**src/shared/dncr_defs.svh**
```systemverilog
// Register numbers, field positions and constants for the command bank
`ifndef DNCR_DEFS_SVH
`define DNCR_DEFS_SVH
`define DNCR_REG_CMD 16'h02aa
`define DNCR_REG_SPEED 16'h02ab
`define DNCR_REG_DOUT 16'h02b7
`define DNCR_REG_AOUT1 16'h02b8
`define DNCR_REG_AOUT2 16'h02b9
`define DNCR_REG_AOUT3 16'h02ba
`define DNCR_CMD_MASK 16'h00ff
`define DNCR_DOUT_MASK 16'h001f
`define DNCR_AOUT_MASK 16'h7fff
`define DNCR_CMD_RESET 16'h0000
`define DNCR_WORD_RESET 16'h0000
`define DNCR_BIT_RUN 0
`define DNCR_BIT_ENABLE 1
`define DNCR_BIT_DIR 2
`define DNCR_BIT_JOG 3
`define DNCR_BIT_REMOTE 4
`define DNCR_BIT_RAMP2 5
`define DNCR_BIT_QSTOP 6
`define DNCR_BIT_FRESET 7
`define DNCR_SPEED_LIMIT 16'h7fff
`define DNCR_SRC_SERIAL 4'h9
`define DNCR_DO_FN_NET 4'hc
`define DNCR_AO_FN_V1 4'h7
`define DNCR_AO_FN_V2 4'h8
`define DNCR_AO_FN_V3 4'h9
`define DNCR_CTL_SCALAR 2'h0
`define DNCR_CTL_VVEC 2'h3
`define DNCR_NUM_WORDS 6
`define DNCR_NUM_DO 5
`define DNCR_NUM_AO 3
`endif

```
**src/shared/dncr_pkg.sv**
```systemverilog
// Types shared by the command bank files
package dncr_pkg;
  typedef struct packed {
    logic write;
    logic read;
    logic fromSerial;
    logic [15:0] regNum;
    logic [15:0] wdata;
  } dncr_req_s;
  typedef struct packed {
    logic run;
    logic decelStop;
    logic enable;
    logic forward;
    logic inching_function;
    logic remote;
    logic ramp2;
    logic quickStop;
    logic faultReset;
  } dncr_drive_s;
endpackage

```
**src/rtl/dncr_cmd_bank.sv**
```systemverilog
// Network command, speed reference and output value register bank
`include "dncr_defs.svh"
module dncr_cmd_bank #(
  parameter logic [15:0] SPEED_LIMIT = `DNCR_SPEED_LIMIT
) (
  // Clock and reset
  input wire logic clk_sys,
  input wire logic rst_n,
  // Parameter access from serial or other sources
  input dncr_pkg::dncr_req_s req,
  output logic [15:0] rdData,
  output logic rdValid,
  output logic wrRefused,
  // Drive configuration and state
  input wire logic [1:0] controlType,
  input wire logic [3:0] localSpeedSource,
  input wire logic [3:0] remoteSpeedSource,
  input wire logic [19:0] doFunction,
  input wire logic [11:0] aoFunction,
  input wire logic faultPresent,
  // Drive commands
  output dncr_pkg::dncr_drive_s drive,
  output logic speedRefValid,
  output logic [15:0] speedRefMag,
  // Outputs
  output logic [4:0] digitalOut,
  output logic [4:0] digitalOutNet,
  output logic [14:0] analogOut [3],
  output logic [2:0] analogOutNet,
  output logic [14:0] frequencyOut
);
  // Map register number to store index; 7 when unmapped
  function automatic logic [2:0] regIndex(input logic [15:0] num);
    unique case (num)
      `DNCR_REG_CMD: regIndex = 3'd0;
      `DNCR_REG_SPEED: regIndex = 3'd1;
      `DNCR_REG_DOUT: regIndex = 3'd2;
      `DNCR_REG_AOUT1: regIndex = 3'd3;
      `DNCR_REG_AOUT2: regIndex = 3'd4;
      `DNCR_REG_AOUT3: regIndex = 3'd5;
      default: regIndex = 3'd7;
    endcase
  endfunction

  // Write mask per index
  function automatic logic [15:0] regMask(input logic [2:0] idx);
    unique case (idx)
      3'd0: regMask = `DNCR_CMD_MASK;
      3'd2: regMask = `DNCR_DOUT_MASK;
      default: regMask = 16'hffff;
    endcase
  endfunction

  logic [2:0] wIdx;
  logic wrEn;
  logic [15:0] storeRd;
  logic [`DNCR_NUM_WORDS*16-1:0] words;
  logic rdValid_d, wrRefused_d, inMap;

  // Write acceptance: only serial source may write
  always_comb
  begin
    wIdx = regIndex(req.regNum);
    inMap = (wIdx != 3'd7);
    wrEn = req.write && inMap && req.fromSerial;
    wrRefused_d = req.write && inMap && !req.fromSerial;
    rdValid_d = req.read && inMap;
  end

  dncr_word_store #(
    .DEPTH(`DNCR_NUM_WORDS)
  ) uStore (
    .clk_sys(clk_sys),
    .rst_n(rst_n),
    .wrEn(wrEn),
    .wrIdx(wIdx),
    .wrData(req.wdata & regMask(wIdx)),
    .rdIdx(wIdx),
    .rdData(storeRd),
    .words(words)
  );

  logic [15:0] cmdW, spdW, doW;
  logic [15:0] aoW [3];
  assign cmdW = words[15:0];
  assign spdW = words[31:16];
  assign doW = words[47:32];
  genvar g;
  generate
    for (g = 0; g < `DNCR_NUM_AO; g++)
    begin : gAo
      assign aoW[g] = words[(g+3)*16 +: 16];
    end
  endgenerate

  dncr_pkg::dncr_drive_s drive_d;
  logic spdValid_d, serialSel, negRef;
  logic [15:0] mag_d;
  logic [4:0] dOut_d, dNet_d;
  logic [14:0] aOut_d [3];
  logic [2:0] aNet_d;
  logic rdPend_q;

  // Command decode
  always_comb
  begin
    drive_d.run = cmdW[`DNCR_BIT_RUN];
    drive_d.decelStop = !cmdW[`DNCR_BIT_RUN];
    drive_d.enable = cmdW[`DNCR_BIT_ENABLE];
    negRef = spdW[15];
    drive_d.forward = cmdW[`DNCR_BIT_DIR] ^ negRef;
    drive_d.inching_function = cmdW[`DNCR_BIT_JOG];
    drive_d.remote = cmdW[`DNCR_BIT_REMOTE];
    drive_d.ramp2 = cmdW[`DNCR_BIT_RAMP2];
    drive_d.quickStop = cmdW[`DNCR_BIT_QSTOP]
      && (controlType != `DNCR_CTL_SCALAR)
      && (controlType != `DNCR_CTL_VVEC);
    drive_d.faultReset = cmdW[`DNCR_BIT_FRESET] && faultPresent;
  end

  // Speed reference magnitude, limited
  always_comb
  begin
    serialSel = cmdW[`DNCR_BIT_REMOTE]
      ? (remoteSpeedSource == `DNCR_SRC_SERIAL)
      : (localSpeedSource == `DNCR_SRC_SERIAL);
    spdValid_d = serialSel;
    mag_d = negRef ? 16'(-spdW) : spdW;
    if (negRef && spdW == 16'h8000)
      mag_d = 16'h8000;
    if (mag_d > SPEED_LIMIT)
      mag_d = SPEED_LIMIT;
  end

  // Digital and analog output selection
  always_comb
  begin
    for (int i = 0; i < `DNCR_NUM_DO; i++)
    begin
      dNet_d[i] = doFunction[i*4 +: 4] == `DNCR_DO_FN_NET;
      dOut_d[i] = dNet_d[i] && doW[i];
    end
    for (int i = 0; i < `DNCR_NUM_AO; i++)
    begin
      aNet_d[i] = 1'b1;
      unique case (aoFunction[i*4 +: 4])
        `DNCR_AO_FN_V1: aOut_d[i] = aoW[0][14:0] & 15'h7fff;
        `DNCR_AO_FN_V2: aOut_d[i] = aoW[1][14:0];
        `DNCR_AO_FN_V3: aOut_d[i] = aoW[2][14:0];
        default:
        begin
          aOut_d[i] = 15'h0000;
          aNet_d[i] = 1'b0;
        end
      endcase
    end
  end

  // Register all outputs
  always_ff @(posedge clk_sys or negedge rst_n)
  begin
    if (!rst_n)
    begin
      drive <= '0;
      speedRefValid <= 1'b0;
      speedRefMag <= 16'h0000;
      digitalOut <= 5'h00;
      digitalOutNet <= 5'h00;
      analogOut <= '{default: 15'h0000};
      analogOutNet <= 3'h0;
      frequencyOut <= 15'h0000;
      rdValid <= 1'b0;
      wrRefused <= 1'b0;
      rdPend_q <= 1'b0;
    end
    else
    begin
      drive <= drive_d;
      speedRefValid <= spdValid_d;
      speedRefMag <= mag_d;
      digitalOut <= dOut_d;
      digitalOutNet <= dNet_d;
      analogOut <= aOut_d;
      analogOutNet <= aNet_d;
      frequencyOut <= aOut_d[2];
      rdValid <= rdValid_d;
      wrRefused <= wrRefused_d;
      rdPend_q <= rdValid_d;
    end
  end

  // Read data comes straight from the store register
  assign rdData = storeRd;

  // Checks
  property p_refuse_panel;
    @(posedge clk_sys) disable iff (!rst_n)
    (req.write && !req.fromSerial && regIndex(req.regNum) != 3'd7)
      |=> wrRefused && $stable(words);
  endproperty
  a_refuse_panel: assert property (p_refuse_panel)
    else $error("panel write changed bank");

  property p_cmd_reserved;
    @(posedge clk_sys) disable iff (!rst_n)
    cmdW[15:8] == 8'h00 && doW[15:5] == 11'h000;
  endproperty
  a_cmd_reserved: assert property (p_cmd_reserved)
    else $error("reserved bits stored");

  property p_serial_write;
    @(posedge clk_sys) disable iff (!rst_n)
    (req.write && req.fromSerial && req.regNum == `DNCR_REG_SPEED)
      |=> spdW == $past(req.wdata);
  endproperty
  a_serial_write: assert property (p_serial_write)
    else $error("serial write not stored");

  property p_run;
    @(posedge clk_sys) disable iff (!rst_n)
    1'b1 |=> drive.run == $past(cmdW[0]) && drive.decelStop != drive.run;
  endproperty
  a_run: assert property (p_run)
    else $error("run decode wrong");

  property p_dir;
    @(posedge clk_sys) disable iff (!rst_n)
    1'b1 |=> drive.forward == ($past(cmdW[2]) ^ $past(spdW[15]));
  endproperty
  a_dir: assert property (p_dir)
    else $error("direction wrong");

  property p_qstop;
    @(posedge clk_sys) disable iff (!rst_n)
    (controlType == `DNCR_CTL_SCALAR || controlType == `DNCR_CTL_VVEC)
      |=> !drive.quickStop;
  endproperty
  a_qstop: assert property (p_qstop)
    else $error("quick stop under scalar");

  property p_freset;
    @(posedge clk_sys) disable iff (!rst_n)
    !faultPresent |=> !drive.faultReset;
  endproperty
  a_freset: assert property (p_freset)
    else $error("fault reset without fault");

  property p_limit;
    @(posedge clk_sys) disable iff (!rst_n)
    speedRefMag <= SPEED_LIMIT;
  endproperty
  a_limit: assert property (p_limit)
    else $error("speed not limited");

  property p_dout;
    @(posedge clk_sys) disable iff (!rst_n)
    1'b1 |=> digitalOut == ($past(doW[4:0]) & $past(dNet_d));
  endproperty
  a_dout: assert property (p_dout)
    else $error("digital output wrong");

  property p_fo;
    @(posedge clk_sys) disable iff (!rst_n)
    (aoFunction[11:8] == `DNCR_AO_FN_V1)
      |=> frequencyOut == $past(aoW[0][14:0]);
  endproperty
  a_fo: assert property (p_fo)
    else $error("frequency output mismatch");

  c_serial_cmd: cover property (@(posedge clk_sys) disable iff (!rst_n)
    req.write && req.fromSerial && req.regNum == `DNCR_REG_CMD);
  c_panel_refused: cover property (@(posedge clk_sys) disable iff (!rst_n)
    wrRefused);
  c_reverse: cover property (@(posedge clk_sys) disable iff (!rst_n)
    drive.run && !drive.forward);
  c_read: cover property (@(posedge clk_sys) disable iff (!rst_n)
    rdValid && rdPend_q);
endmodule

```
**src/rtl/dncr_word_store.sv**
```systemverilog
// Small register memory holding the network-written words
`include "dncr_defs.svh"
module dncr_word_store #(
  parameter int DEPTH = 6
) (
  // Clock and reset
  input wire logic clk_sys,
  input wire logic rst_n,
  // Write port
  input wire logic wrEn,
  input wire logic [2:0] wrIdx,
  input wire logic [15:0] wrData,
  // Read port
  input wire logic [2:0] rdIdx,
  output logic [15:0] rdData,
  // All words in parallel
  output logic [DEPTH*16-1:0] words
);
  logic [15:0] mem_q [DEPTH];
  logic [15:0] mem_d [DEPTH];
  logic [15:0] rdData_d;

  // Next contents and read word
  always_comb
  begin
    for (int i = 0; i < DEPTH; i++)
    begin
      mem_d[i] = mem_q[i];
      if (wrEn && (int'(wrIdx) == i))
        mem_d[i] = wrData;
    end
    rdData_d = 16'h0000;
    for (int i = 0; i < DEPTH; i++)
      if (int'(rdIdx) == i)
        rdData_d = mem_q[i];
  end

  // Register contents
  always_ff @(posedge clk_sys or negedge rst_n)
  begin
    if (!rst_n)
    begin
      for (int i = 0; i < DEPTH; i++)
        mem_q[i] <= `DNCR_WORD_RESET;
      rdData <= `DNCR_WORD_RESET;
    end
    else
    begin
      mem_q <= mem_d;
      rdData <= rdData_d;
    end
  end

  // Flatten for parallel use
  genvar g;
  generate
    for (g = 0; g < DEPTH; g++)
    begin : gFlat
      assign words[g*16 +: 16] = mem_q[g];
    end
  endgenerate
endmodule

```
**config.mk**
```make
export PLATFORM = sky130hd
export DESIGN_NAME = dncr_cmd_bank
export DESIGN_NICKNAME = d
export VERILOG_FILES = /design/src/shared/dncr_pkg.sv /design/src/rtl/dncr_cmd_bank.sv /design/src/rtl/dncr_word_store.sv
export VERILOG_INCLUDE_DIRS = /design/src /design/src/shared
export SDC_FILE = /design/constraint.sdc
export NUM_CORES = 1
export LEC_CHECK = 0
export ABC_AREA = 1
export BUFFER_PORTS_ARGS = -buffer_cell sky130_fd_sc_hd__buf_4
export CAP_MARGIN = 5
export CORE_MARGIN = 3
export CORE_UTILIZATION = 35
export DETAILED_ROUTE_END_ITERATION = 12
export PLACE_DENSITY_LB_ADDON = 0.3
export SLEW_MARGIN = 10
export SYNTH_ARGS = -nofsm -noshare
export SYNTH_HDL_FRONTEND = slang
export SYNTH_SLANG_ARGS = --single-unit
```
**constraint.sdc**
```tcl
create_clock -name clk_sys -period 1.9 [get_ports clk_sys]
set_input_delay 0.095 -clock clk_sys [delete_from_list [all_inputs] [get_ports clk_sys]]
set_output_delay 0.095 -clock clk_sys [all_outputs]
set_load 0.01 [all_outputs]
```
==> metrics.txt, run 1 <==
WL final=25.18 mm; post-route cell area=0.01160 mm2; Int Pwr=6.426 mW; via count=7,439; Synth Cell Area=0.008641 mm2; Filler cells=2,271; FF-to-FF path depth=8; most common cell in the netlist=nand2_1; outcome=complete, no violations; Adder-Cell Fraction of Synth Area=0.1448%; number of port buffers=196; Final setup viols=0; max frequency=0.5698 GHz; placed cell area=0.01063 mm2; total of max-cap violations=0; Worst VDD drop=0.5014 mV; pin count of the biggest net entering global routing=56; Hold Violations, Final=0; Sw Ratio=23.50%; Post-Synth XOR/XNOR Area=0.7095%; Synth Flop Type=dfrtp_1; Async SR Flop Fraction=100.0%; fin nets=1,305; clock sinks=198; GPL Wtd Cong=0.8726; layout cells sized above 1=24.01%; PnR worst setup slack=0.1451 ns; Avg WL per Cell=16.18 um; synthesized instance count=970; Arr. time, crit path=2.13 ns; hold depth=3; Seq pwr share=50.2%; Core ar.=0.02389 mm2; EDFF count, synth=0; post-synthesis compound-gate area fraction=9.629%; Worst setup EP type=flop; combinational share of power=5.1%; first-pass detailed-route iteration total=5; top-area cell type share of the netlist area=57.34%; post-synthesis mux area share=0.1303%; crit share post-route=92.36%; Clock Power Share=44.6%; CTS H-tree lvls=4; Residual DRC=0; initial core utilization=36.16%; CTS max path bufs=2; sequential share of the synthesized area=57.34%; CTS buffer count=17; DRT iter0 DRCs=603; total track usage=19.21%; n_diodes=0; fin crit period=1.755 ns; biggest area consumer among synthesized cells=dfrtp_1; top cells by area, synth=dfrtp_1 (57%), nand2_1 (16%), inv_1 (4.8%), o221ai_1 (4.3%), o21ai_0 (2.1%); hold crit path type=in2reg; WP data required=2.28 ns; Congestion Overflow GR=0; Synth cell types=35; Crit Path Class=in2reg; Worst Setup Start Kind=input port; first-pass GRT wire length=39.72 mm; Slew headroom=54.84%; end-of-flow core utilization=48.57%; DP Worst Slack=0.02650 ns; #FFs+latches synth=198; CP Max Fanout=1; synthesized area per cell=8.908 um2; main combinational cell family by area after synthesis=simple AND/OR/NAND/NOR gates; I/O pin total=197; post-synthesis simple-gate area fraction=24.27%; Least-Margin Pin Slew=0.6755 ns; clk slew on worst S/H paths=0.07 ns; Synthesized Nets=1,051; DRT antenna net count=0; NetSw=1.974 mW; vias in the first global route=7,321; synth cell count leaders=nand2_1 (375), dfrtp_1 (198), inv_1 (110); CTS tree=done; maximum clock skew at final layout=0.01325 ns; Lkg Pwr=6.362 nW; Cell Rows=56; die height=163.1 um; Synth warnings=0; Area growth, synth to finish=34.30%; full die area=0.02661 mm2; Final Slew Violations=0; pwr dens=723.9 mW/mm2; worst-skew pair later-pin latency=0.44 ns; DPL Wire Length=18.75 mm; initial antenna violation count=0; Root Driver=clkbuf_16; Vias per Instance=4.781; Die W=163.1 um
## flip-flops by register name, summed over array words and instances, names as in the netlist, 3 cells and up
| name | count |
|---|---|
| uStore.words | 96 |
| analogOut | 30 |
| speedRefMag | 16 |
| uStore.rdData | 16 |
| frequencyOut | 15 |
| drive | 9 |
| digitalOutNet | 5 |
| digitalOut | 5 |
| analogOutNet | 3 |
## critical path: stages
cell	delay, ns
dlygate4sd3_1	0.55
buf_4	0.14
nor2_1	0.08
dlygate4sd3_1	0.55
nand4_1	0.08
dlygate4sd3_1	0.58
nand2_1	0.06
## placed cells by master (no fill, tap or decap), types with 2 or more instances in the layout
cell,Yosys,layout
a21oi_1,22,22
a31oi_1,2,2
and2_1,5,5
buf_12,0,4
buf_4,17,228
bufinv_16,0,2
clkbuf_16,0,17
clkinv_1,5,5
clkinv_8,0,2
dfrtp_1,198,198
dlygate4sd3_1,0,36
inv_1,110,110
inv_2,3,3
inv_6,0,3
inv_8,0,4
nand2_1,375,375
nand2_2,9,9
nand2_4,4,4
nand3_1,23,23
nand4_1,9,9
nor2_1,39,39
nor2_2,2,2
nor2_4,4,4
nor2_8,5,5
nor3_1,9,7
nor3_2,0,2
o2111ai_1,12,12
o211ai_1,4,4
o21ai_0,37,37
o221ai_1,42,42
o22ai_1,2,2
xor2_1,7,7
## per-stage QoR
step | power, mW | hold WS, ns | setup TNS, ns | instances
2_1_floorplan | 4.383 | -0.2006 | 0 | 970
3_3_place_gp | 4.682 | 0.1033 | 0 | 1488
3_5_place_dp | 4.686 | 0.1047 | 0 | 1488
4_1_cts | 8.463 | 0.001260 | 0 | 1556
5_1_grt | 8.704 | 0.01824 | -0.01209 | 1556
6_report | 8.400 | 0.02247 | 0 | 1556
## routing by layer
layer | track usage [%] | wire [um]
met5 | 0 | 0
met4 | 6.344 | 587
met3 | 3.500 | 1564
met2 | 30.45 | 11830
met1 | 26.76 | 11200
## power groups by stage
stage	Sequential, mW	Clock, mW	Combinational (mW)
2_1_floorplan	4.31	0	0.0733
3_3_place_gp	4.30	0	0.378
3_5_place_dp	4.30	0	0.382
4_1_cts	4.22	3.81	0.432
5_1_grt	4.22	4.01	0.473
6_report	4.22	3.75	0.429
## final timing paths
path | from | end | slack (ns)
min in group asynchronous | rst_n | analogOut[30] | 0.22
max in group asynchronous | rst_n | uStore.words[56] | 1.04
worst min-delay path | req[34] | wrRefused | 0.02
worst max register to register | uStore.words[17] | speedRefMag[14] | 0.19
worst max-delay path | localSpeedSource[1] | speedRefValid | 0.15
worst min register to register | uStore.words[0] | drive[8] | 0.40
## cell families (layout without fill, tap and decap cells)
| family | after synthesis | after routing |
|---|---|---|
| xor gates and xnor gates | 7 | 7 |
| muxes | 1 | 1 |
| AOI/OAI and AO/OA | 122 | 122 |
| adders and majority gates | 1 | 1 |
| buffers and inverters | 152 | 419 |
| other | 1 | 1 |
| DFF | 198 | 198 |
| and+or+nand+nor | 488 | 488 |
## cell type report
class                   count  area, um2  share of cell area, %
well taps                 319      399.1                  3.439
repair buffers            269       2166                  18.66
flip-flops and latches    198       4955                  42.70
multi-input cells         620       3028                  26.09
inverters                 118      442.9                  3.817
clock buffers              18      429.2                  3.698
clock inverters            14      185.2                  1.596
## what timing repair did
action,4_1_cts,5_1_grt
setup buffers,0,0
hold endpoints to repair,103,0
hold buffers,36,0
endpoints found under the setup margin,0,10
resized for setup,0,1
Note: power is estimated with default switching activity, not from simulation.
==> run 2, diff against run 1 <==
--- a/config.mk
+++ b/config.mk
@@ -7,12 +7,13 @@
 export NUM_CORES = 1
 export LEC_CHECK = 0
 export ABC_AREA = 1
+export ABC_CLOCK_PERIOD_IN_PS = 1900
 export BUFFER_PORTS_ARGS = -buffer_cell sky130_fd_sc_hd__buf_4
 export CAP_MARGIN = 5
 export CORE_MARGIN = 3
 export CORE_UTILIZATION = 35
 export DETAILED_ROUTE_END_ITERATION = 12
-export PLACE_DENSITY_LB_ADDON = 0.3
+export PLACE_DENSITY = 0.56
 export SLEW_MARGIN = 10
 export SYNTH_ARGS = -nofsm -noshare
 export SYNTH_HDL_FRONTEND = slang
==> metrics.txt, run 2 (synthesis results as in run 1) <==
most common cell after layout, fill and taps aside=nand2_1 (unchanged); Least-Margin Pin Slew=0.6470 ns (was 0.6755 ns); hold crit path type=in2reg (unchanged); Crit Path Class=reg2reg (was in2reg); met3 usage=3.348% (was 3.500%); Avg WL per Cell=16.38 um (was 16.18 um); WL final=25.55 mm (was 25.18 mm); maximum clock skew at final layout=0.01592 ns (was 0.01325 ns); most frequent cells in the layout=nand2_1 (375), buf_4 (228), dfrtp_1 (198) (unchanged); I/O pin total=197 (unchanged); worst-skew pair later-pin latency=0.44 ns (about the same); Final setup viols=0 (unchanged); Slew headroom=56.74% (was 54.84%); Final Slew Violations=0 (unchanged); Worst VDD drop=0.5331 mV (was 0.5014 mV); GR peak layer=met2 (unchanged); GR Util met2=32.28% (was 30.45%); number of port buffers=196 (unchanged); combinational share of power=4.9% (was 5.1%); initial core utilization=36.16% (unchanged); Pwr Total=8.667 mW (was 8.400 mW); first-pass GRT wire length=39.64 mm (was 39.72 mm); Cell Rows=56 (unchanged); met1 usage in global routing=26.10% (was 26.76%); Core ar.=0.02389 mm2 (unchanged); Area growth, synth to finish=35.53% (was 34.30%); full die area=0.02661 mm2 (unchanged); Vias per Instance=4.772 (was 4.781); Register Area=0.004955 mm2 (unchanged); DP Worst Slack=0.05133 ns (was 0.02650 ns); Lkg Pwr=6.405 nW (was 6.362 nW); Sw Ratio=21.80% (was 23.50%); pwr dens=740.1 mW/mm2 (was 723.9 mW/mm2); crit share post-route=92.63% (was 92.36%); fin nets=1,309 (was 1,305); via count=7,445 (was 7,439); GPL Wtd Cong=0.8453 (was 0.8726); WP data required=2.21 ns (was 2.28 ns); CTS H-tree lvls=4 (unchanged); Root Driver=clkbuf_16 (unchanged); area of the multi-input gates=0.003030 mm2 (was 0.003028 mm2); Worst Setup Start Kind=flop (was input port); clk slew on worst S/H paths=0.07 ns (about the same); CTS tree=done (unchanged); PnR worst setup slack=0.1401 ns (was 0.1451 ns); Int Pwr=6.777 mW (was 6.426 mW); outcome=complete, no violations (unchanged); NetSw=1.890 mW (was 1.974 mW); die height=163.1 um (unchanged); CTS max path bufs=2 (unchanged); total of max-cap violations=0 (unchanged); DPL Wire Length=19.15 mm (was 18.75 mm); first-pass detailed-route iteration total=6 (was 5); Worst setup EP type=flop (unchanged); Hold Violations, Final=0 (unchanged); n_diodes=0 (unchanged); CP Max Fanout=6 (was 1); vias in the first global route=7,336 (was 7,321); max frequency=0.5682 GHz (was 0.5698 GHz); fin crit period=1.760 ns (was 1.755 ns); pin count of the biggest net entering global routing=55 (was 56); Die W=163.1 um (unchanged); setup TNS=0 ns (unchanged); Congestion Overflow GR=0 (unchanged); max reg flops=96 (unchanged); Filler cells=2,301 (was 2,271); Arr. time, crit path=2.07 ns (was 2.13 ns); RSZ-0062 raised after global routing=no; Clock Power Share=46.3% (was 44.6%); clock sinks=198 (unchanged); Seq pwr share=48.7% (was 50.2%); initial antenna violation count=0 (unchanged); total track usage=19.34% (was 19.21%); layout cells sized above 1=24.17% (was 24.01%); CTS buffer count=17 (unchanged); Residual DRC=0 (unchanged); DRT antenna net count=0 (unchanged); DRT iter0 DRCs=492 (was 603)
## run 2: repair_timing
item	CTS	global route
setup buffers	0	0
hold buffers	37	0
setup endpoints to repair	0	2
gates resized for setup	0	3
endpoints found under the hold margin	249	0
## run 2: final cells by class
| cell class | instances | share of cell area [%] |
|---|---|---|
| Multi-Input combinational cell | 620 | 25.88 |
| Inverter | 118 | 3.782 |
| Sequential cell | 198 | 42.31 |
| Tap cell | 319 | 3.408 |
| Clock buffer | 19 | 3.697 |
| Timing Repair Buffer | 273 | 19.09 |
| Clock inverter | 13 | 1.838 |
## run 2: stage by stage
stage	cells	utilization (%)	hold WS (ns)	instance area [um2]
2_1_floorplan	970	-	-0.2006	8641
3_3_place_gp	1491	44.72	0.001120	10690
3_5_place_dp	1491	44.72	0.002542	10690
4_1_cts	1560	48.98	0.03991	11700
5_1_grt	1560	49.02	0.07494	11710
6_report	1560	49.02	0.05523	11710
## run 2: power by group through the flow
stage	sequential, mW	combinational (mW)	clock [mW]
final	4.22	0.429	4.02
after global routing	4.22	0.475	4.27
after detailed placement	4.30	0.384	0
after global placement	4.30	0.383	0
after floorplan	4.31	0.0733	0
after CTS	4.22	0.434	4.08
## run 2: critical path, cell delays in order (launching register included)
cell and delay [ns]:
dfrtp_1 0.37, inv_1 0.17, ha_2 0.25, nand4_1 0.14
inv_1 0.12, nand3_1 0.14, o21ai_1 0.19, xor2_1 0.16
nand2_1 0.09
## run 2: layer usage
metal,up-vias,wire length (um)
met5,-,0
met1,3583,11440
met3,28,1396
li1,3619,-
met4,0,368
met2,215,12350
## run 2: final timing paths
kind,from,to,slack [ns],depth (start not counted)
worst max-delay path,uStore.words[17],speedRefMag[14],0.14,8
min in group asynchronous,rst_n,speedRefMag[15],0.11,2
worst max register to register,uStore.words[17],speedRefMag[14],0.14,8
worst min-delay path,req[15],uStore.words[79],0.06,5
worst min register to register,uStore.words[0],drive[8],0.41,0
max in group asynchronous,rst_n,uStore.words[93],1.13,3
==> run 3, diff against run 2 <==
--- a/config.mk
+++ b/config.mk
@@ -7,7 +7,7 @@
 export NUM_CORES = 1
 export LEC_CHECK = 0
 export ABC_AREA = 1
-export ABC_CLOCK_PERIOD_IN_PS = 1900
+export ABC_CLOCK_PERIOD_IN_PS = 2000
 export BUFFER_PORTS_ARGS = -buffer_cell sky130_fd_sc_hd__buf_4
 export CAP_MARGIN = 5
 export CORE_MARGIN = 3
==> constraint.sdc (replaced) <==
create_clock -name clk_sys -period 2 [get_ports clk_sys]
set_input_delay 0.2 -clock clk_sys [delete_from_list [all_inputs] [get_ports clk_sys]]
set_output_delay 0.2 -clock clk_sys [all_outputs]
set_load 0.01 [all_outputs]
==> metrics.txt, run 3 (synthesis results as in run 1) <==
outcome=complete, no violations (unchanged); DRT iter0 DRCs=519 (was 492); WL final=25.64 mm (was 25.55 mm); die height=163.1 um (unchanged); number of port buffers=196 (unchanged); full die area=0.02661 mm2 (unchanged); vias in the first global route=7,244 (was 7,336); Worst VDD drop=0.5506 mV (was 0.5331 mV); crit share post-route=91.09% (was 92.63%); clock sinks=198 (unchanged); CTS H-tree lvls=4 (unchanged); total of max-cap violations=0 (unchanged); initial antenna violation count=0 (unchanged); Arr. time, crit path=2.13 ns (was 2.07 ns); CTS buffer count=17 (unchanged); fin nets=1,287 (was 1,309); worst-skew pair later-pin latency=0.44 ns (about the same); Cell Rows=56 (unchanged); max frequency=0.5489 GHz (was 0.5682 GHz); Area growth, synth to finish=32.65% (was 35.53%); GPL Wtd Cong=0.8207 (was 0.8453); initial core utilization=36.16% (unchanged); maximum clock skew at final layout=0.01069 ns (was 0.01592 ns); Congestion Overflow GR=0 (unchanged); Least-Margin Pin Slew=0.6549 ns (was 0.6470 ns); fin crit period=1.822 ns (was 1.760 ns); Core ar.=0.02389 mm2 (unchanged); via count=7,269 (was 7,445); Hold Violations, Final=0 (unchanged); first-pass GRT wire length=40.34 mm (was 39.64 mm); Final setup viols=0 (unchanged); Root Driver=clkbuf_16 (unchanged); PnR worst setup slack=0.1782 ns (was 0.1401 ns); DP Worst Slack=-0.01883 ns (was 0.05133 ns); layout cells sized above 1=23.71% (was 24.17%); Lkg Pwr=6.299 nW (was 6.405 nW); Slew headroom=56.22% (was 56.74%); Residual DRC=0 (unchanged); total track usage=19.56% (was 19.34%); DRT antenna net count=0 (unchanged); RSZ-0062 raised after global routing=no (unchanged); CP Max Fanout=6 (unchanged); n_diodes=0 (unchanged); Pwr Total=8.114 mW (was 8.667 mW); Avg WL per Cell=16.67 um (was 16.38 um); hold crit path type=in2reg (unchanged); pwr dens=707.9 mW/mm2 (was 740.1 mW/mm2); Vias per Instance=4.726 (was 4.772); max reg flops=96 (unchanged); Final Slew Violations=0 (unchanged); Worst Setup Start Kind=flop (unchanged); pin count of the biggest net entering global routing=58 (was 55); I/O pin total=197 (unchanged); CTS max path bufs=2 (unchanged); Crit Path Class=reg2reg (unchanged); most common cell after layout, fill and taps aside=nand2_1 (unchanged); DPL Wire Length=18.96 mm (was 19.15 mm); dpl cells=1,481 (was 1,491); Finished Layout Cells=1,538 (was 1,560); Die W=163.1 um (unchanged); first-pass detailed-route iteration total=5 (was 6); WP data required=2.31 ns (was 2.21 ns); most frequent cells in the layout=nand2_1 (375), buf_4 (221), dfrtp_1 (198) (was nand2_1 (375), buf_4 (228), dfrtp_1 (198)); Worst setup EP type=flop (unchanged); clk slew on worst S/H paths=0.08 ns (was 0.07 ns); CTS tree=done (unchanged)
==> run 3: layout make-up <==
type	instances	area, um2
clock buffers	20	446.7
flip-flops and latches	198	4955
clock inverters	12	187.7
inverters	118	442.9
fillers	2257	12430
well taps	319	399.1
repair buffers	251	2003
multi-input cells	620	3028
==> run 3: worst max-delay path: stages (launching register included) <==
cell and delay, ns:
dfrtp_1 0.36, inv_1 0.17, ha_1 0.25, nand4_1 0.17, inv_1 0.13, nand3_1 0.13
o21ai_0 0.23, xor2_1 0.16, nand2_1 0.08
==> run 3: report_power, final <==
group          internal, mW  leakage (nW)  total (mW)  switching [mW]
registers              4.01          2.66        4.01         0.00187
logic                 0.173          3.33       0.390           0.218
clock network          2.16         0.308        3.71            1.56
total                  6.34          6.30        8.11            1.78
==> run 3: timing repair <==
item,in CTS,in global routing
hold buffers,25,0
resized for setup,0,1
endpoints found under the hold margin,69,0
endpoints found under the setup margin,0,1
buffers inserted,0,0
==> run 3: metal layers <==
layer	vias to the layer above	track usage (%)	wire length (um)
li1	3572	-	-
met1	3440	27.14	11540
met2	234	32.32	12220
met3	23	3.348	1572
met4	0	4.383	308
met5	-	0	0
==> run 3: path summary, 6_finish.rpt <==
path | from | endpoint | slack, ns | cells after the start
max | uStore.words[17] | speedRefMag[14] | 0.18 | 8
min | localSpeedSource[1] | speedRefValid | 0.02 | 4
max reg2reg | uStore.words[17] | speedRefMag[14] | 0.18 | 8
min reg2reg | uStore.words[0] | drive[8] | 0.40 | 0
max in group asynchronous | rst_n | uStore.words[29] | 0.98 | 3
min in group asynchronous | rst_n | digitalOut[2] | 0.29 | 2
==> run 3: through the flow <==
step	util [%]	instance area [um2]	hold slack, ns	TNS, ns
2_1_floorplan	-	8641	-0.09559	0
3_3_place_gp	44.25	10570	0.2119	-0.005433
3_5_place_dp	44.25	10570	0.2206	-0.1446
4_1_cts	47.95	11460	0.001327	0
5_1_grt	47.97	11460	0.02673	0
6_report	47.97	11460	0.01977	0
